[src/tsr_pkg.sv]
package tsr_pkg;

	// ------------------------------------------------------------
	// Register map and command codes
	// ------------------------------------------------------------
	localparam logic [7:0] REG_LOCAL_TEMP  = 8'h00;
	localparam logic [7:0] REG_REMOTE_TEMP = 8'h01;
	localparam logic [7:0] REG_STATUS1     = 8'h02;
	localparam logic [7:0] REG_CFG_RD      = 8'h03;
	localparam logic [7:0] REG_RATE_RD     = 8'h04;
	localparam logic [7:0] REG_CFG_WR      = 8'h09;
	localparam logic [7:0] REG_RATE_WR     = 8'h0a;
	localparam logic [7:0] CMD_ONE_SHOT    = 8'h0f;
	localparam logic [7:0] REG_REMOTE_FRAC = 8'h10;
	localparam logic [7:0] REG_LOCAL_FRAC  = 8'h11;
	localparam logic [7:0] REG_STATUS2     = 8'h12;

	// ------------------------------------------------------------
	// Field positions, values after reset and fixed codes
	// ------------------------------------------------------------
	localparam int         CFG_STANDBY_BIT = 6;
	localparam int         CFG_CHAN_BIT    = 3;
	localparam int         STAT_FAULT_BIT  = 2;
	localparam int         STAT_BUSY_BIT   = 7;
	localparam logic [7:0] CFG_RESET       = 8'h00;
	localparam logic [7:0] RATE_RESET      = 8'h06;
	localparam logic [7:0] RATE_EXT_MAX    = 8'h05;
	localparam logic [7:0] TEMP_RESET      = 8'h00;
	localparam logic [7:0] FAULT_CODE      = 8'h80;
	localparam logic [6:0] SLAVE_ADDR_DEF  = 7'h18;

	// ------------------------------------------------------------
	// Timing
	// ------------------------------------------------------------
	localparam int CLK_MHZ        = 100;
	localparam int CONV_TIME_US   = 1000;
	localparam int TIMEOUT_MS     = 25;
	localparam int CONV_CYCLES    = CONV_TIME_US * CLK_MHZ;
	localparam int TIMEOUT_CYCLES = TIMEOUT_MS * 1000 * CLK_MHZ;

	// ------------------------------------------------------------
	// Types
	// ------------------------------------------------------------
	typedef struct packed {
		logic       cmdValid;
		logic       wrValid;
		logic       rdValid;
		logic [7:0] data;
	} tsr_bus_evt_s;

	typedef struct packed {
		logic [10:0] locTemp;
		logic [10:0] rem1Temp;
		logic [10:0] rem2Temp;
		logic        open1;
		logic        short1;
		logic        open2;
		logic        short2;
	} tsr_meas_s;

	typedef enum logic [2:0] {
		SL_IDLE     = 3'b000,
		SL_ADDR     = 3'b001,
		SL_ADDR_ACK = 3'b011,
		SL_RX       = 3'b010,
		SL_RX_ACK   = 3'b110,
		SL_TX       = 3'b111,
		SL_TX_ACK   = 3'b101
	} tsr_slave_state_e;

endpackage

[src/tsr_conv_seq.sv]
`timescale 1ns/1ps
module tsr_conv_seq #(
	parameter int CONV_CYCLES = tsr_pkg::CONV_CYCLES
) (
	input  wire logic clk,
	input  wire logic rstn,
	input  wire logic runMode,
	input  wire logic oneShot,
	input  wire logic abort,
	output logic      busy,
	output logic      done
);

	logic [31:0] cnt_q;
	logic        busy_q;
	logic        done_q;
	wire         lastCycle = cnt_q == 32'(CONV_CYCLES - 1);

	// An abort drops the conversion without a done pulse, so results stay put.
	always_ff @(posedge clk or negedge rstn) begin
		if (!rstn) begin
			cnt_q  <= '0;
			busy_q <= 1'b0;
			done_q <= 1'b0;
		end else begin
			done_q <= 1'b0;
			if (abort) begin
				busy_q <= 1'b0;
			end else if (busy_q) begin
				cnt_q <= cnt_q + 32'd1;
				if (lastCycle) begin
					busy_q <= 1'b0;
					done_q <= 1'b1;
				end
			end else if (runMode || oneShot) begin
				busy_q <= 1'b1;
				cnt_q  <= '0;
			end
		end
	end

	assign busy = busy_q;
	assign done = done_q;

endmodule

[src/tsr_smbus_slave.sv]
`timescale 1ns/1ps
module tsr_smbus_slave #(
	parameter logic [6:0] SLAVE_ADDR     = tsr_pkg::SLAVE_ADDR_DEF,
	parameter int         TIMEOUT_CYCLES = tsr_pkg::TIMEOUT_CYCLES
) (
	input  wire logic           clk,
	input  wire logic           rstn,
	input  wire logic           sclIn,
	input  wire logic           sdaIn,
	input  wire logic           timeoutEn,
	input  wire logic [7:0]     rdData,
	output logic                sdaOeN,
	output tsr_pkg::tsr_bus_evt_s evt
);

	logic [1:0]                sclSync;
	logic [1:0]                sdaSync;
	logic                      sclPrev;
	logic                      sdaPrev;
	logic [31:0]               toCnt_q;
	tsr_pkg::tsr_slave_state_e state_q;
	logic [7:0]                shift_q;
	logic [3:0]                bitCnt_q;
	logic                      rnw_q;
	logic                      firstByte_q;
	logic                      sdaOeN_q;
	tsr_pkg::tsr_bus_evt_s     evt_q;

	wire scl       = sclSync[1];
	wire sda       = sdaSync[1];
	wire sclRise   = scl && !sclPrev;
	wire sclFall   = !scl && sclPrev;
	wire startCond = scl && sclPrev && sdaPrev && !sda;
	wire stopCond  = scl && sclPrev && !sdaPrev && sda;
	wire byteFull  = bitCnt_q == 4'd8;
	wire timedOut  = toCnt_q == 32'(TIMEOUT_CYCLES - 1);

	always_ff @(posedge clk or negedge rstn) begin
		if (!rstn) begin
			sclSync <= 2'b11;
			sdaSync <= 2'b11;
			sclPrev <= 1'b1;
			sdaPrev <= 1'b1;
		end else begin
			sclSync <= {sclSync[0], sclIn};
			sdaSync <= {sdaSync[0], sdaIn};
			sclPrev <= sclSync[1];
			sdaPrev <= sdaSync[1];
		end
	end

	// Clock-low timeout; standby switches it off.
	always_ff @(posedge clk or negedge rstn) begin
		if (!rstn)
			toCnt_q <= '0;
		else if (!timeoutEn || scl || state_q == tsr_pkg::SL_IDLE)
			toCnt_q <= '0;
		else
			toCnt_q <= toCnt_q + 32'd1;
	end

	// ------------------------------------------------------------
	// Byte engine: sample on SCL rise, drive on SCL fall
	// ------------------------------------------------------------
	always_ff @(posedge clk or negedge rstn) begin
		if (!rstn) begin
			state_q     <= tsr_pkg::SL_IDLE;
			shift_q     <= '0;
			bitCnt_q    <= '0;
			rnw_q       <= 1'b0;
			firstByte_q <= 1'b0;
			sdaOeN_q    <= 1'b1;
			evt_q       <= '0;
		end else begin
			evt_q <= '0;
			if (startCond) begin
				state_q  <= tsr_pkg::SL_ADDR;
				bitCnt_q <= '0;
				sdaOeN_q <= 1'b1;
			end else if (stopCond || timedOut) begin
				state_q  <= tsr_pkg::SL_IDLE;
				sdaOeN_q <= 1'b1;
			end else if (sclRise) begin
				unique case (state_q)
					tsr_pkg::SL_ADDR, tsr_pkg::SL_RX: begin
						shift_q  <= {shift_q[6:0], sda};
						bitCnt_q <= bitCnt_q + 4'd1;
					end
					tsr_pkg::SL_TX_ACK: begin
						if (sda)
							state_q <= tsr_pkg::SL_IDLE;
					end
					default: ;
				endcase
			end else if (sclFall) begin
				unique case (state_q)
					tsr_pkg::SL_ADDR: begin
						if (byteFull && shift_q[7:1] == SLAVE_ADDR) begin
							sdaOeN_q    <= 1'b0;
							rnw_q       <= shift_q[0];
							firstByte_q <= ~shift_q[0];
							state_q     <= tsr_pkg::SL_ADDR_ACK;
						end else if (byteFull) begin
							state_q <= tsr_pkg::SL_IDLE;
						end
					end
					tsr_pkg::SL_RX: begin
						if (byteFull) begin
							sdaOeN_q       <= 1'b0;
							state_q        <= tsr_pkg::SL_RX_ACK;
							evt_q.cmdValid <= firstByte_q;
							evt_q.wrValid  <= ~firstByte_q;
							evt_q.data     <= shift_q;
							firstByte_q    <= 1'b0;
						end
					end
					tsr_pkg::SL_RX_ACK: begin
						sdaOeN_q <= 1'b1;
						bitCnt_q <= '0;
						state_q  <= tsr_pkg::SL_RX;
					end
					tsr_pkg::SL_ADDR_ACK, tsr_pkg::SL_TX_ACK: begin
						if (state_q == tsr_pkg::SL_TX_ACK || rnw_q) begin
							shift_q       <= rdData;
							sdaOeN_q      <= rdData[7];
							bitCnt_q      <= 4'd1;
							evt_q.rdValid <= 1'b1;
							state_q       <= tsr_pkg::SL_TX;
						end else begin
							sdaOeN_q <= 1'b1;
							bitCnt_q <= '0;
							state_q  <= tsr_pkg::SL_RX;
						end
					end
					tsr_pkg::SL_TX: begin
						if (byteFull) begin
							sdaOeN_q <= 1'b1;
							state_q  <= tsr_pkg::SL_TX_ACK;
						end else begin
							shift_q  <= {shift_q[6:0], 1'b0};
							sdaOeN_q <= shift_q[6];
							bitCnt_q <= bitCnt_q + 4'd1;
						end
					end
					default: ;
				endcase
			end
		end
	end

	assign sdaOeN = sdaOeN_q;
	assign evt    = evt_q;
endmodule

[src/tsr_top.sv]
// Overview of operation
// - Standby bit set stops conversions, bus stays.
// - Standby keeps registers and bus, no timeout.
// - One-shot runs in software standby, not hardware.
// - Standby pin low overrides software conversion requests.
// - Standby during conversion aborts, old results kept.
// - All registers 8 bits, one slave address.
// - Write, read, send and receive byte transfers.
// - Receive byte returns last command-selected register.
// - Fast rates give integer two's complement temperatures.
// - Data bytes shift out most significant first.
// - Configuration bit 3 selects remote channel.
// - Slow rates add three fraction bits.
// - Main and fraction registers update together.
// - Configuration bit 6 stops or resumes running.
// - Send byte 0Fh starts one conversion.
// - Diode fault loads 80h, sets status bit 2.
// - Alert asserts for open, not shorted, diode.
// - No fault reported before first conversion ends.
// - Status read clears its channel's fault and alert request.
`timescale 1ns/1ps
module tsr_top #(
	parameter logic [6:0] SLAVE_ADDR     = tsr_pkg::SLAVE_ADDR_DEF,
	parameter int         CONV_CYCLES    = tsr_pkg::CONV_CYCLES,
	parameter int         TIMEOUT_CYCLES = tsr_pkg::TIMEOUT_CYCLES
) (
	input  wire logic               clk,
	input  wire logic               rstn,
	input  wire logic               smbClk,
	input  wire logic               smbDatIn,
	output logic                    smbDatOeN,
	input  wire logic               standby_pin_n,
	input  wire tsr_pkg::tsr_meas_s meas,
	output logic                    alertN
);

	// ------------------------------------------------------------
	// Declarations
	// ------------------------------------------------------------
	tsr_pkg::tsr_bus_evt_s evt;
	logic [1:0]            pinSync;
	logic                  hwPrev_q;
	logic                  swPrev_q;
	logic [7:0]            ptr_q;
	logic [7:0]            cfg_q;
	logic [7:0]            rate_q;
	logic [7:0]            locT_q;
	logic [7:0]            locF_q;
	logic [7:0]            rem1T_q;
	logic [7:0]            rem1F_q;
	logic [7:0]            rem2T_q;
	logic [7:0]            rem2F_q;
	logic                  fault1_q;
	logic                  fault2_q;
	logic                  alertReq1_q;
	logic                  alertReq2_q;
	logic                  alertN_q;
	logic                  firstDone_q;
	logic                  busy;
	logic                  done;
	logic [7:0]            rdData;

	// ------------------------------------------------------------
	// Standby control
	// ------------------------------------------------------------
	wire hwStby     = !pinSync[1];
	wire swStby     = cfg_q[tsr_pkg::CFG_STANDBY_BIT];
	wire standby    = hwStby || swStby;
	wire runMode    = !standby;
	wire cmdOneShot = evt.cmdValid && evt.data == tsr_pkg::CMD_ONE_SHOT;
	// The pin wins: a one-shot is only honoured in software standby.
	wire oneShot    = cmdOneShot && swStby && !hwStby && !busy;
	// Only a newly arriving standby request aborts; a one-shot run inside
	// software standby must not be killed by the standby that allowed it.
	wire abort      = busy && ((hwStby && !hwPrev_q) || (swStby && !swPrev_q));

	// The synchroniser resets to the pin's idle level, so reset raises no standby edge.
	always_ff @(posedge clk or negedge rstn) begin
		if (!rstn) begin
			pinSync  <= 2'b11;
			hwPrev_q <= 1'b0;
			swPrev_q <= 1'b0;
		end else begin
			pinSync  <= {pinSync[0], standby_pin_n};
			hwPrev_q <= hwStby;
			swPrev_q <= swStby;
		end
	end

	tsr_conv_seq #(
		.CONV_CYCLES (CONV_CYCLES)
	) u_conv (
		.clk     (clk),
		.rstn    (rstn),
		.runMode (runMode),
		.oneShot (oneShot),
		.abort   (abort),
		.busy    (busy),
		.done    (done)
	);

	tsr_smbus_slave #(
		.SLAVE_ADDR     (SLAVE_ADDR),
		.TIMEOUT_CYCLES (TIMEOUT_CYCLES)
	) u_smbus (
		.clk       (clk),
		.rstn      (rstn),
		.sclIn     (smbClk),
		.sdaIn     (smbDatIn),
		.timeoutEn (!standby),
		.rdData    (rdData),
		.sdaOeN    (smbDatOeN),
		.evt       (evt)
	);

	// ------------------------------------------------------------
	// Conversion results
	// ------------------------------------------------------------
	// Slow rate codes select the extended mode that carries fraction bits.
	wire       extMode  = rate_q <= tsr_pkg::RATE_EXT_MAX;
	wire       bad1     = meas.open1 || meas.short1;
	wire       bad2     = meas.open2 || meas.short2;
	wire [7:0] locFNew  = extMode ? {meas.locTemp[2:0], 5'h00} : 8'h00;
	wire [7:0] rem1TNew = bad1 ? tsr_pkg::FAULT_CODE : meas.rem1Temp[10:3];
	wire [7:0] rem2TNew = bad2 ? tsr_pkg::FAULT_CODE : meas.rem2Temp[10:3];
	wire [7:0] rem1FNew = (extMode && !bad1) ? {meas.rem1Temp[2:0], 5'h00} : 8'h00;
	wire [7:0] rem2FNew = (extMode && !bad2) ? {meas.rem2Temp[2:0], 5'h00} : 8'h00;

	// Main and fraction bytes load on the same edge from one result.
	always_ff @(posedge clk or negedge rstn) begin
		if (!rstn) begin
			locT_q  <= tsr_pkg::TEMP_RESET;
			locF_q  <= tsr_pkg::TEMP_RESET;
			rem1T_q <= tsr_pkg::TEMP_RESET;
			rem1F_q <= tsr_pkg::TEMP_RESET;
			rem2T_q <= tsr_pkg::TEMP_RESET;
			rem2F_q <= tsr_pkg::TEMP_RESET;
		end else if (done) begin
			locT_q  <= meas.locTemp[10:3];
			locF_q  <= locFNew;
			rem1T_q <= rem1TNew;
			rem1F_q <= rem1FNew;
			rem2T_q <= rem2TNew;
			rem2F_q <= rem2FNew;
		end
	end

	// ------------------------------------------------------------
	// Host-written registers
	// ------------------------------------------------------------
	always_ff @(posedge clk or negedge rstn) begin
		if (!rstn) begin
			ptr_q  <= tsr_pkg::REG_LOCAL_TEMP;
			cfg_q  <= tsr_pkg::CFG_RESET;
			rate_q <= tsr_pkg::RATE_RESET;
		end else begin
			if (evt.cmdValid)
				ptr_q <= evt.data;
			if (evt.wrValid && ptr_q == tsr_pkg::REG_CFG_WR)
				cfg_q <= evt.data;
			if (evt.wrValid && ptr_q == tsr_pkg::REG_RATE_WR)
				rate_q <= evt.data;
		end
	end

	// ------------------------------------------------------------
	// Diode fault status and alert
	// ------------------------------------------------------------
	wire rdStat1    = evt.rdValid && ptr_q == tsr_pkg::REG_STATUS1;
	wire rdStat2    = evt.rdValid && ptr_q == tsr_pkg::REG_STATUS2;
	wire setFault1  = done && bad1;
	wire setFault2  = done && bad2;
	wire setAlert1  = done && meas.open1;
	wire setAlert2  = done && meas.open2;
	// A fault found in the very cycle of a status read survives it.
	wire fault1_d   = setFault1 || (fault1_q && !rdStat1);
	wire fault2_d   = setFault2 || (fault2_q && !rdStat2);
	wire alertReq1d = setAlert1 || (alertReq1_q && !rdStat1);
	wire alertReq2d = setAlert2 || (alertReq2_q && !rdStat2);
	// A shorted diode sets status only; the alert follows open-diode requests.
	wire alertN_d   = !(alertReq1d || alertReq2d);

	// Faults only arrive with a done pulse, so nothing shows before the first one.
	always_ff @(posedge clk or negedge rstn) begin
		if (!rstn) begin
			fault1_q    <= 1'b0;
			fault2_q    <= 1'b0;
			alertReq1_q <= 1'b0;
			alertReq2_q <= 1'b0;
			alertN_q    <= 1'b1;
			firstDone_q <= 1'b0;
		end else begin
			fault1_q    <= fault1_d;
			fault2_q    <= fault2_d;
			alertReq1_q <= alertReq1d;
			alertReq2_q <= alertReq2d;
			alertN_q    <= alertN_d;
			firstDone_q <= firstDone_q || done;
		end
	end

	assign alertN = alertN_q;

	// ------------------------------------------------------------
	// Read selection
	// ------------------------------------------------------------
	wire       chan2     = cfg_q[tsr_pkg::CFG_CHAN_BIT];
	wire [7:0] remT      = chan2 ? rem2T_q : rem1T_q;
	wire [7:0] remF      = chan2 ? rem2F_q : rem1F_q;
	wire [7:0] stat1Byte = {busy, 4'h0, fault1_q, 2'b00};
	wire [7:0] stat2Byte = {5'h00, fault2_q, 2'b00};

	// Unmapped pointers read as zero.
	assign rdData = (ptr_q == tsr_pkg::REG_LOCAL_TEMP)  ? locT_q    :
	                (ptr_q == tsr_pkg::REG_REMOTE_TEMP) ? remT      :
	                (ptr_q == tsr_pkg::REG_STATUS1)     ? stat1Byte :
	                (ptr_q == tsr_pkg::REG_CFG_RD)      ? cfg_q     :
	                (ptr_q == tsr_pkg::REG_RATE_RD)     ? rate_q    :
	                (ptr_q == tsr_pkg::REG_REMOTE_FRAC) ? remF      :
	                (ptr_q == tsr_pkg::REG_LOCAL_FRAC)  ? locF_q    :
	                (ptr_q == tsr_pkg::REG_STATUS2)     ? stat2Byte : 8'h00;
endmodule

[config.mk]
export PLATFORM = sky130hd
export DESIGN_NAME = tsr_top
export DESIGN_NICKNAME = d
export VERILOG_FILES = /design/src/tsr_pkg.sv /design/src/tsr_conv_seq.sv /design/src/tsr_smbus_slave.sv /design/src/tsr_top.sv
export SDC_FILE = /design/constraint.sdc
export NUM_CORES = 1
export LEC_CHECK = 0
export BUFFER_PORTS_ARGS = -buffer_cell sky130_fd_sc_hd__buf_2
export CORE_MARGIN = 4
export CORE_UTILIZATION = 40
export CTS_CLUSTER_DIAMETER = 30
export DETAILED_ROUTE_END_ITERATION = 8
export GPL_TIMING_DRIVEN = 0
export REMOVE_ABC_BUFFERS = 1
export SYNTH_ARGS = -nofsm -noshare
export SYNTH_HDL_FRONTEND = slang
export SYNTH_SLANG_ARGS = --single-unit
[constraint.sdc]
create_clock -name clk -period 2.69 [get_ports clk]
set_input_delay 0 -clock clk [delete_from_list [all_inputs] [get_ports clk]]
set_output_delay 0 -clock clk [all_outputs]
set_load 0.05 [all_outputs]
## Word-level counts from Yosys, hierarchy flattened

Cells that the tools add are included.

- Add/subtract/negate cells: 3
- Multiply operators: 0
- Div/mod/pow operators: 0
- Order comparisons: 1
- Eq/ne operators: 36
- Shifts and indexed selects: 0
- Muxes and demuxes: 72
- Bitwise logic cells: 6
- Reductions and logical operators: 78

Operators with widths:

| cell | count |
|---|---|
| 2-to-1 mux 8 bit | 21 |
| 2-to-1 mux 32 bit | 3 |
| adder 32 x 1 -> 32 bit (second input constant) | 2 |
| 2-to-1 mux 11 bit | 4 |
| 2-to-1 mux 3 bit | 12 |
| == test 32 x 17 -> 1 bit (second input constant) | 1 |
| == test 32 x 22 -> 1 bit (second input constant) | 1 |
| logical AND 1 bit | 29 |
| == test 8 x 4 -> 1 bit (second input constant) | 3 |
| == test 8 x 5 -> 1 bit (second input constant) | 3 |
| 2-to-1 mux 4 bit | 6 |
| AND reduction 7 bit | 3 |
| 2-to-1 mux 1 bit | 19 |
| == test 8 x 2 -> 1 bit (second input constant) | 2 |
| one-hot mux 8 bit (2 select lines) | 1 |
| one-hot mux 3 bit (5 select lines) | 1 |
| zero test 1 bit | 14 |
| logical OR 1 bit | 14 |
| one-hot mux 4 bit (3 select lines) | 1 |
| inequality test 5 x 1 -> 1 bit (second input constant) | 2 |
| AND reduction 5 bit | 2 |
| == test 3 bit (second input constant) | 3 |
| nonzero test 3 bit | 3 |
| == test 8 x 1 -> 1 bit (second input constant) | 1 |
| other kinds (31) | 45 |

- Register bits after elaboration: 182
- Bits in latches: 0
- Memory bits (writable): 0
- Memory bits (read-only): 0
- Input bits: 42
- Output and inout bits: 2
- Logic and storage cells: 231
- Memories: 0

## Logic depth before layout (Yosys ltp)

Gate-level depths: netlist (run 1).

- Depth in word-level cells: 15
- Gate-level depth with buffers: 9
- Depth with buffers taken out: 8

## Cells and area by module

A second synthesis (run 1) with hierarchy kept.

- Cell total of the unflattened synthesis: 856
- Area total of the unflattened synthesis: 8520.7 sq um

By module, submodules not included:

| module | times used | cells an instance | area each (sq um) | sequential area each (sq um) |
|---|---|---|---|---|
| tsr_smbus_slave | 1 | 352 | 3565.9 | 1685.4 |
| tsr_top | 1 | 306 | 3115.5 | 1657.8 |
| tsr_conv_seq | 1 | 198 | 1839.3 | 850.8 |

## Worst setup path before layout (run 1)

No wires, ideal clock.

- Path kind: flip-flop to flip-flop
- From: register u_smbus.sclPrev
- To: register u_smbus.bitCnt_q[3]
- Setup time: 122 ps
- Arrival: 2081 ps
- Required time: 2568 ps
- Slack: 488 ps
- Stages on the path, launching flop included: 10
- Path buffers: 1
- Clock period less this slack: 2202 ps
- Path through: dfstp_2 > inv_1 > ha_1 > nand2b_1 > clkbuf_1 > a221oi_1 > a41oi_1 > nor2_1 > o21ai_0 > a32o_1

- Cells in the longest elaborated chain, start to end: 6
- Elaborated cells on any way between the ends: 18
- Classes of those cells: 3 x eq/ne; 3 x mux; 12 x reduce/logical

RTL lines:

| element | line | RTL |
|---|---|---|
| from (decl) | tsr_smbus_slave.sv:18 | `logic sclPrev;` |
| from (signal assigned) | tsr_smbus_slave.sv:47 | `sclPrev <= sclSync[1];` |
| logical AND 1 bit | tsr_smbus_slave.sv:33, tsr_smbus_slave.sv:34 |  |
| logical AND 1 bit (2 in series) | tsr_smbus_slave.sv:34 | `wire stopCond = scl && sclPrev && !sdaPrev && sda;` |
| logical OR 1 bit | tsr_smbus_slave.sv:80 | `end else if (stopCond \|\| timedOut) begin` |
| inequality test 2 x 1 -> 1 bit (no line) | -- |  |
| AND reduction 5 bit (no line) | -- |  |
| to (signal assigned) | tsr_smbus_slave.sv:87 | `bitCnt_q <= bitCnt_q + 4'd1;` |
| to (signal assigned) | tsr_smbus_slave.sv:142 | `bitCnt_q <= bitCnt_q + 4'd1;` |
| to (decl) | tsr_smbus_slave.sv:23 | `logic [3:0] bitCnt_q;` |

Several ways; a longest one is shown, not always the timed one. The select of a mux whose other input is x is not followed.
A chain may end at the register's enable or synchronous reset.

## Worst setup path after layout (run 1)

- From: register u_smbus.toCnt_q[0]
- To: register u_smbus.shift_q[2]

- Cells in the longest elaborated chain, start to end: 4

RTL lines:

| element | line | RTL |
|---|---|---|
| from (decl) | tsr_smbus_slave.sv:20 | `logic [31:0] toCnt_q;` |
| from (signal assigned) | tsr_smbus_slave.sv:59 | `toCnt_q <= toCnt_q + 32'd1;` |
| == test 32 x 22 -> 1 bit | tsr_smbus_slave.sv:36 | `wire timedOut = toCnt_q == 32'(TIMEOUT_CYCLES - 1);` |
| logical OR 1 bit | tsr_smbus_slave.sv:80 |  |
| inverter 1 bit (no line) | -- |  |
| AND reduction 7 bit (no line) | -- |  |
| to (signal assigned) | tsr_smbus_slave.sv:86 | `shift_q <= {shift_q[6:0], sda};` |
| to (signal assigned) | tsr_smbus_slave.sv:124 | `shift_q <= rdData;` |
| to (signal assigned) | tsr_smbus_slave.sv:140 | `shift_q <= {shift_q[6:0], 1'b0};` |
| to (decl) | tsr_smbus_slave.sv:22 | `logic [7:0] shift_q;` |

No other way between the ends.

==> results of run 1 <==
[worst register-to-register path, stage by stage (launching register included)]
cell and delay [ns]:
dfrtp_1 0.41, ha_1 0.25, and4_1 0.25, nand3_1 0.11
o31ai_2 0.11, or2b_2 0.43, nor3_4 0.48, mux2_1 0.37
[cells by family (layout without fill, tap and decap cells)]
kind of cell             Yosys count  count (layout)  synth area share (%)
XOR/XNOR                          55              55                  5.81
multiplexers                      48              48                  6.42
flip-flops                       167             167                  50.6
AND/OR/NAND/NOR                  331             331                  21.4
adder cells (fa/ha/maj)            7               7                  1.06
AO/OA/AOI/OAI                    139             139                  11.3
buffers and inverters             72             167                  3.48
[metal layers]
layer	routed length (µm)	vias up	GRT usage [%]
met1	9340	3108	23.9
li1	-	3061	-
met5	0	-	0
met4	205	0	3.85
met2	8920	108	26.9
met3	677	16	3.87
[cell type report]
cell class / count / share of cell area, %
Sequential cell: 167 / 42.6
Inverter: 40 / 1.52
Timing Repair Buffer: 95 / 7.80
Clock inverter: 12 / 1.14
Clock buffer: 20 / 4.53
Tap cell: 270 / 3.43
Multi-Input combinational cell: 580 / 39.0
[how the worst max path moves through the flow]
stage                                endpoint  slack (ns)  depth (start not counted)
after floorplan                   u_conv.busy        0.32                          4
after global placement    u_smbus.toCnt_q[23]       -1.10                          1
after detailed placement           rem1F_q[7]       -0.15                          4
after CTS                 u_smbus.bitCnt_q[3]        0.07                          8
after global routing       u_smbus.shift_q[1]       0.009                          7
final                      u_smbus.shift_q[2]        0.15                          7
[what timing repair did]
action | CTS | global route
endpoints found under the setup margin | 9 | 6
hold buffers | 50 | 0
endpoints found under the hold margin | 102 | 0
resized for setup | 4 | 3
[placed cells by master, fill, tap and decap left out, types with 12 or more instances in the layout]
cell,instances
a21oi_1,26
and2_1,15
buf_2,42
clkbuf_16,17
dfrtp_1,154
dfstp_2,12
dlygate4sd3_1,50
inv_1,39
mux2_2,35
nand2_1,72
nand3_1,44
nand4_1,18
nor2_1,79
nor2b_1,12
nor4_1,17
o21ai_0,50
xnor2_1,12
xor2_1,43
[power groups by stage]
stage | clock network, mW | logic, mW | registers, mW
2_1_floorplan | 0 | 0.187 | 2.68
3_3_place_gp | 0 | 0.317 | 2.70
5_1_grt | 2.51 | 0.434 | 2.67
4_1_cts | 2.40 | 0.384 | 2.66
6_report | 2.34 | 0.380 | 2.66
3_5_place_dp | 0 | 0.335 | 2.71
[through the flow]
step,cells,TNS (ns),power [mW],setup WS (ns),hold WS [ns]
after floorplan,787,0,2.87,0.317,-0.296
after global placement,1100,-186.93,3.02,-1.10,0.105
after detailed placement,1102,-0.673,3.04,-0.149,-0.0600
after CTS,1184,0,5.44,0.0706,0.0167
after global routing,1184,0,5.62,0.00934,0.0538
final,1184,0,5.38,0.147,0.0187
[cells in the mapped netlist, drive strengths merged (11+ instances only)]
library cell / number
and3: 11
o21ai: 52
nand3: 44
nand2: 72
nor2b: 12
nand4: 18
nor3: 13
xnor2: 12
and2: 15
a21oi: 27
nor4: 22
nor2: 80
mux2: 42
inv: 39
dfrtp: 155
xor2: 43
dfstp: 12
clkbuf: 23
==> results.txt, run 1 <==
status: complete, no violations
Residual DRC: 0
Yosys top cell by area: dfrtp_1
Worst Reg-to-Reg Cells: 7
WL per Instance: 16.2 µm
gr usage total: 17.0%
initial antenna violation count: 0
Pint: 3.98 mW
sequential area share after synthesis: 50.6%
Max Clk Rate: 393 MHz
hold crit path type: input port to flop
arrival time worst endpoint: 2.85 ns
nets: 950
Vias: 6,293
area grow syn2layout: 18.8%
Reg clk slew, reported paths: 0.08 ns
Comb power frac: 7.1%
Initial DRT Pass Iterations: 5
RSZ-0062 raised after global routing: false
WHS Path Cells: 4
family with the most delay on the worst path: simple AND/OR/NAND/NOR gates
gpl congestion: 0.818
Slew @ Worst Pin: 1.13 ns
dominant synthesized flop cell: dfrtp_1
Crit. Startpoint: u_smbus.toCnt_q[0]
DRT antenna net count: 0
CTS sink count: 167
Multi-input gate area: 0.00384 mm²
Clock power frac: 43.5%
Initial DRC Count: 307
Max IR drop VDD: 0.387 mV
Routed WL: 19.1 mm
reg2reg start: u_smbus.toCnt_q[0]
Rows: 52
worst r2r dst: u_smbus.shift_q[2]
Max-Cap Viols: 0
Cells after Synth: 819
fraction of registers with async set/reset: 100%
die height: 152 µm
H-Tree Depth: 4
total core area: 0.0203 mm²
worst hold start: meas[0]
initial core utilization: 40.9%
Buf+Inv Stages, Crit Path: 0
total gr overflow: 0
synth top area cells: dfrtp_1 (47%), mux2_2 (4.8%), xor2_1 (4.5%), dfstp_2 (3.8%), nor2_1 (3.6%)
TritonCTS clock tree: built
Final Max Slew Viols: 0
Synth Warn #: 0
critical-path cell list: ha_1, and4_1, nand3_1, o31ai_2, or2b_2, nor3_4, mux2_1
n_diodes: 0
post-route cell area: 0.00985 mm²
final setup vio count: 0
CP Capture Type: flop
Reg area: 0.00420 mm²
vias in the first global route: 6,257
Pleak: 4.31 nW
final hold vios: 0
cts bufs inserted: 17
CTS Root Cell: clkbuf_16
CP max-delay cell: nor3_4
Yosys reg bits: 167
dpl cell area: 0.00877 mm²
post-synth top area share: 46.8%
Filler Cell Count: 1,875
startpoint types: flop
Slew HR: 24.8%
first-pass GRT wire length: 32.8 mm
DP HPWL: 12.6 mm
Sw Ratio: 26.0%
final core utilization: 48.5%
Crit Path Class: flop to flop
hold endpoint: rem2T_q[2]
post-synthesis cell area: 0.00830 mm²
mean post-synth cell area: 10.1 µm²
CP required: 3.00 ns
post-layout min period: 2.54 ns
post-CTS setup buffers: 0
fin crit share: 94.5%
largest net degree at the start of global routing: 116
PwrDens: 546 mW/mm²
Clock Skews: 0.0145 ns
die area: 0.0231 mm²
share of layout cells above drive strength 1: 16.1%
switching pwr: 1.40 mW
I/O pin count: 44
Bufs on Longest Clock Path: 2
I/O Buffers: 43
Post-synth EDFFs: 0
Yosys cell types: 73
reg2reg setup slack: 0.15 ns
Crit Path Max Fanout: 12
DIE WIDTH: 152 µm
crit-path max cell delay: 0.48 ns
Seq pwr share: 49.4%
worst skew pair latency: 0.43 ns
vias per inst: 5.32
Power figures use the tool's default switching activity.
==> run 2: changes to the inputs <==
RECOVER_POWER = 100   (was default)
==> run 2 against run 1 <==
Compared with the run above:
- sequential share of layout area up 0.30 points
- final cell count unchanged
- critical path type unchanged
- highest routed layer unchanged
- critical endpoint unchanged
- design area fell by 0.71%
==> results.txt, run 2 (synthesized netlist as in run 1, its figures left out) <==
Crit. Startpoint: u_smbus.toCnt_q[0]
CP required: 3.00 ns (about the same)
Pleak: 4.28 nW (-0.61%)
Max-Cap Viols: 0 (unchanged)
Rows: 52 (unchanged)
RSZ-0062 raised after global routing: false
dpl cell area: 0.00877 mm² (unchanged)
final setup vio count: 0 (unchanged)
setup ws final: 0.152 ns (+0.00458 ns)
hold crit path type: input port to flop
vias in the first global route: 6,257 (unchanged)
reg2reg start: u_smbus.toCnt_q[0]
DP HPWL: 12.6 mm (unchanged)
nets: 950 (unchanged)
arrival time worst endpoint: 2.85 ns (about the same)
DIE WIDTH: 152 µm (unchanged)
Final Max Slew Viols: 0 (unchanged)
most frequent cells in the layout: dfrtp_1 (154), nor2_1 (80), nand2_1 (72)
worst hold start: meas[0]
TritonCTS clock tree: built
share of layout cells above drive strength 1: 15.1% (-0.98 points)
I/O pin count: 44 (unchanged)
Residual DRC: 0 (unchanged)
post-route cell area: 0.00978 mm² (-0.71%)
area grow syn2layout: 17.9%
initial core utilization: 40.9% (unchanged)
CP Capture Type: flop
Vias: 6,327 (+0.54%)
hold slack: 0.0213 ns (+0.00260 ns)
die area: 0.0231 mm² (unchanged)
Total Power: 5.36 mW (-0.31%)
Bufs on Longest Clock Path: 2 (unchanged)
WL per Instance: 16.2 µm (about the same)
total gr overflow: 0 (unchanged)
Crit Path Max Fanout: 12 (unchanged)
vias per inst: 5.34 (+0.54%)
final core utilization: 48.2% (-0.35 points)
Slew @ Worst Pin: 1.35 ns (+0.220 ns)
post-layout min period: 2.54 ns (-0.00458 ns)
status: complete, no violations
CTS sink count: 167 (unchanged)
I/O Buffers: 43 (unchanged)
cts bufs inserted: 17 (unchanged)
initial antenna violation count: 0 (unchanged)
Max Clk Rate: 394 MHz (+0.18%)
n_diodes: 0 (unchanged)
commonest non-fill, non-tap cell in the layout: dfrtp_1
startpoint types: flop
first-pass GRT wire length: 32.8 mm (unchanged)
die height: 152 µm (unchanged)
DRT antenna net count: 0 (unchanged)
largest net degree at the start of global routing: 116 (unchanged)
CTS Root Cell: clkbuf_16
pre-CTS setup slack: -0.149 ns (unchanged)
H-Tree Depth: 4 (unchanged)
Crit Path Class: flop to flop
Slew HR: 10.3% (-15 points)
gpl congestion: 0.818 (unchanged)
fin crit share: 94.4% (-0.17 points)
final hold vios: 0 (unchanged)
Multi-input gate area: 0.00381 mm² (-0.81%)
gr usage total: 17.0% (unchanged)
Reg clk slew, reported paths: 0.08 ns (about the same)
Initial DRT Pass Iterations: 5 (unchanged)
total core area: 0.0203 mm² (unchanged)
Routed WL: 19.2 mm (about the same)
Clock Skews: 0.0141 ns (-0.000324 ns)
worst skew pair latency: 0.43 ns (about the same)
Filler Cell Count: 1,882 (+0.37%)
Initial DRC Count: 321 (+4.6%)
Reg area: 0.00420 mm² (unchanged)
Max IR drop VDD: 0.388 mV (+0.16%)
post-CTS setup buffers: 0 (unchanged)
PwrDens: 548 mW/mm² (+0.41%)
-- run 2: cell types whose count changed in the layout (fill, tap and decap cells not counted), moves of 2 or more --
cell      previous run  this run
and2_0               0         8
and2_1              15         7
buf_2               42        40
buf_8                2         0
clkbuf_1             2         4
clkbuf_2             0         2
dfstp_1              0         3
dfstp_2             12         9
o21ai_0             50        52
o21ai_1              2         0
-- run 2: final timing paths --
| kind | to | slack, ns | depth (start not counted) |
|---|---|---|---|
| worst min register to register | u_smbus.sdaSync[1] | 0.36 | 0 |
| worst max-delay path | u_smbus.shift_q[2] | 0.15 | 7 |
| max in group asynchronous | u_conv.done | 0.54 | 3 |
| min in group asynchronous | rem2T_q[1] | 0.41 | 2 |
| worst max register to register | u_smbus.shift_q[2] | 0.15 | 7 |
| worst min-delay path | rem2T_q[2] | 0.02 | 4 |
-- run 2: critical path: stages (launching register included) --
cell and delay [ns]:
dfrtp_1 0.41, ha_1 0.24, and4_1 0.25, nand3_1 0.11, o31ai_2 0.10, or2b_2 0.43
nor3_4 0.48, mux2_1 0.37
-- run 2: routing by layer --
layer  GRT usage, %  vias up  share of wire [%]
li1               -     3063                  -
met1           23.9     3143                 49
met2           26.9      106                 47
met3           3.87       15                3.1
met4           3.85        0                1.0
met5              0        -                  0
-- run 2: timing repair --
item	CTS	global route
endpoints found under the setup margin	9	6
resized for setup	4	3
hold buffers	50	0
endpoints found under the hold margin	102	0
-- run 2: metrics by stage --
stage          instances  TNS (ns)
2_1_floorplan        787         0
3_3_place_gp        1100   -186.93
3_5_place_dp        1102    -0.673
4_1_cts             1184         0
5_1_grt             1184         0
6_report            1184         0
-- run 2: area by class of cell --
cell class                 instances  area share, %
clock buffer                      20           4.57
sequential                       167           42.9
timing repair buffer              95           7.46
tap                              270           3.45
multi-input combinational        580           39.0
clock inverter                    12           1.15
inverter                          40           1.53
-- run 2: power by group --
| part | total, mW | internal (mW) | leakage [nW] | switching, mW |
|---|---|---|---|---|
| Sequential | 2.66 | 2.58 | 2.13 | 0.0809 |
| Clock | 2.34 | 1.24 | 0.273 | 1.09 |
| Combinational | 0.367 | 0.149 | 1.88 | 0.218 |
| Total | 5.36 | 3.97 | 4.28 | 1.39 |
==> run 3: changes to the inputs <==
SYNTH_HIERARCHICAL = 1   (was default)
==> run 3 against run 2 <==
Compared with the run above:
- the flow now finishes with violations (max-capacitance violations, max-slew violations)
- worst setup slack better by 0.045 ns
- core utilization is 0.16 points higher
- sequential cell count stayed put
- via count rose by 3.0%
- non-clock buffer count up 6
- register-to-register slack gained 0.04 ns
- clock-buffer cell count did not move
- total power grew 1.1%
- design area up 3.6%
- combinational power down 14%
- critical path type unchanged
- critical endpoint is now u_conv/cnt_q[30]
==> results.txt, run 3 <==
Crit Path Max Fanout: 7 (-5)
Max Clk Rate: 401 MHz (+1.8%)
Synth Warn #: 6 (+6)
die height: 154 µm (+1.3%)
post-synthesis cell area: 0.00852 mm² (+2.7%)
dpl cell area: 0.00902 mm² (+2.9%)
cts bufs inserted: 17 (unchanged)
Bufs on Longest Clock Path: 2 (unchanged)
placed cell count: 1,141 (+3.5%)
Critical Path Most Common Cell: nor3_2
switching pwr: 1.29 mW (-7.7%)
area grow syn2layout: 18.9%
Buf+Inv Stages, Crit Path: 1 (+1)
CTS Root Cell: clkbuf_16
pre-CTS setup slack: -0.168 ns (-0.0193 ns)
post-layout min period: 2.49 ns (-0.0449 ns)
TritonCTS clock tree: built
Reg area: 0.00420 mm² (about the same)
most frequent cells in the layout: dfrtp_1 (151), nand2_1 (83), nor2_1 (80)
dominant synthesized flop cell: dfrtp_1
Seq pwr share: 48.5% (-1.1 points)
gpl congestion: 0.848 (+3.7%)
Routed WL: 18.9 mm (-1.6%)
Post-synth EDFFs: 0 (unchanged)
synth cell count leaders: dfrtp_1 (155), nand2_1 (84), nor2_1 (83)
Slew HR: -40.9% (-51 points)
I/O Buffers: 43 (unchanged)
Final Max Slew Viols: 47 (+47)
crit-path max cell delay: 0.53 ns (+0.05 ns)
hold crit path type: input port to flop
critical-path cell list: or4_1, nor3_2, nor3_2, nor4_4, buf_4, nand4_1, or3_1, a21oi_1
Crit. Startpoint: u_smbus/evt[4]
post-route cell area: 0.0101 mm² (+3.6%)
post-synth top area share: 45.5% (-1.2 points)
hold slack: 0.218 ns (+0.197 ns)
Yosys reg bits: 167 (unchanged)
mean post-synth cell area: 9.95 µm² (-1.7%)
Initial DRC Count: 485 (+51%)
Yosys top cell by area: dfrtp_1
worst hold start: smbDatIn
Setup TNS: 0 ns (unchanged)
synth top area cells: dfrtp_1 (46%), mux2_2 (5.9%), dfstp_2 (3.7%), nand2_1 (3.7%), nor2_1 (3.7%)
CTS sink count: 167 (unchanged)
final core utilization: 48.4% (+0.16 points)
startpoint types: flop
Multi-input gate area: 0.00403 mm² (+5.6%)
Filler Cell Count: 1,972 (+4.8%)
fraction of registers with async set/reset: 100% (unchanged)
Rows: 53 (+1.9%)
commonest non-fill, non-tap cell in the layout: dfrtp_1
DP HPWL: 12.4 mm (-2.0%)
CP Capture Type: flop
Clock Skews: 0.0114 ns (-0.00274 ns)
WL per Instance: 15.4 µm (-5.0%)
Cells after Synth: 856 (+4.5%)
die area: 0.0237 mm² (+2.6%)
largest net degree at the start of global routing: 122 (+5.2%)
Clock power frac: 45.7% (+2.1 points)
status: finished with violations
Pleak: 4.33 nW (+1.2%)
I/O pin count: 44 (unchanged)
CP required: 3.04 ns (+0.04 ns)
RSZ-0062 raised after global routing: false
Reg clk slew, reported paths: 0.06 ns (-0.02 ns)
reg2reg start: u_smbus/evt[4]
Total Power: 5.42 mW (+1.1%)
gr usage total: 16.5% (-0.49 points)
family with the most delay on the worst path: simple AND/OR/NAND/NOR gates
share of layout cells above drive strength 1: 17.6% (+2.5 points)
first-pass GRT wire length: 32.7 mm (-0.15%)
Comb power frac: 5.8% (-1.0 points)
most frequent cell after synthesis: dfrtp_1
Residual DRC: 0 (unchanged)
initial antenna violation count: 0 (unchanged)
Max-Cap Viols: 1 (+1)
Pint: 4.13 mW (+4.1%)
total gr overflow: 0 (unchanged)
final hold vios: 0 (unchanged)
final setup vio count: 0 (unchanged)
arrival time worst endpoint: 2.84 ns (about the same)
failing checks: max-capacitance violations, max-slew violations
Initial DRT Pass Iterations: 5 (unchanged)
nets: 988 (+4.0%)
worst skew pair latency: 0.43 ns (about the same)
Max IR drop VDD: 0.382 mV (-1.4%)
sequential area share after synthesis: 49.2% (-1.3 points)
H-Tree Depth: 4 (unchanged)
PwrDens: 535 mW/mm² (-2.4%)
vias per inst: 5.31 (-0.61%)
Yosys cell types: 75 (+2.7%)
Crit Path Class: flop to flop
DRT antenna net count: 0 (unchanged)
setup ws final: 0.197 ns (+0.0449 ns)
initial core utilization: 40.7% (-0.21 points)
total core area: 0.0210 mm² (+3.2%)
Vias: 6,517 (+3.0%)
Sw Ratio: 23.7% (-2.2 points)
fin crit share: 92.7% (-1.7 points)
n_diodes: 0 (unchanged)
vias in the first global route: 6,462 (+3.3%)
DIE WIDTH: 154 µm (+1.3%)
CP max-delay cell: or4_1
Slew @ Worst Pin: 2.11 ns (+0.765 ns)
non-filler instance count after layout: 1,227 (+3.6%)
## run 3: path summary, 6_finish.rpt
kind	to	slack, ns	cells after the start
worst max-delay path	u_conv/cnt_q[30]	0.20	8
worst min-delay path	u_smbus/sdaSync[0]	0.22	2
worst max register to register	u_conv/cnt_q[30]	0.20	8
worst min register to register	u_smbus/sclSync[1]	0.36	0
max in group asynchronous	u_smbus/evt[4]	0.49	3
min in group asynchronous	u_smbus/toCnt_q[25]	0.75	2
## run 3: power by group through the flow
stage	combinational [mW]	clock, mW	sequential, mW
2_1_floorplan	0.142	0	2.66
3_3_place_gp	0.258	0	2.68
3_5_place_dp	0.281	0	2.68
4_1_cts	0.331	2.55	2.63
5_1_grt	0.362	2.64	2.64
6_report	0.315	2.48	2.63
## run 3: cell type report
type / count / area share (%)
Tap cell: 275 / 3.40
Clock inverter: 12 / 1.41
Timing Repair Buffer: 101 / 8.01
Inverter: 41 / 1.52
Sequential cell: 167 / 41.4
Multi-Input combinational cell: 611 / 39.7
Clock buffer: 20 / 4.51
## run 3: kinds of logic after synthesis
family / Yosys count / share of synthesized area, %
AO/OA/AOI/OAI: 139 / 10.4
XOR/XNOR: 42 / 4.32
flip-flops: 167 / 49.2
buffers and inverters: 78 / 3.82
AND/OR/NAND/NOR: 365 / 23.5
adder cells (fa/ha/maj): 7 / 1.03
multiplexers: 58 / 7.64
## run 3: metal layers
metal / global-route usage [%] / up-vias / share of wire [%]
met5: 0 / - / 0
met4: 3.45 / 0 / 0.98
met3: 3.35 / 15 / 3.2
met2: 25.6 / 122 / 47
met1: 24.0 / 3182 / 49
li1: - / 3198 / -
## run 3: repair_timing
action | 4_1_cts | 5_1_grt
hold buffers | 53 | 0
endpoints found under the setup margin | 9 | 15
pin swaps | 1 | 1
resized for setup | 5 | 9
hold endpoints to repair | 193 | 0
setup buffers | 0 | 1
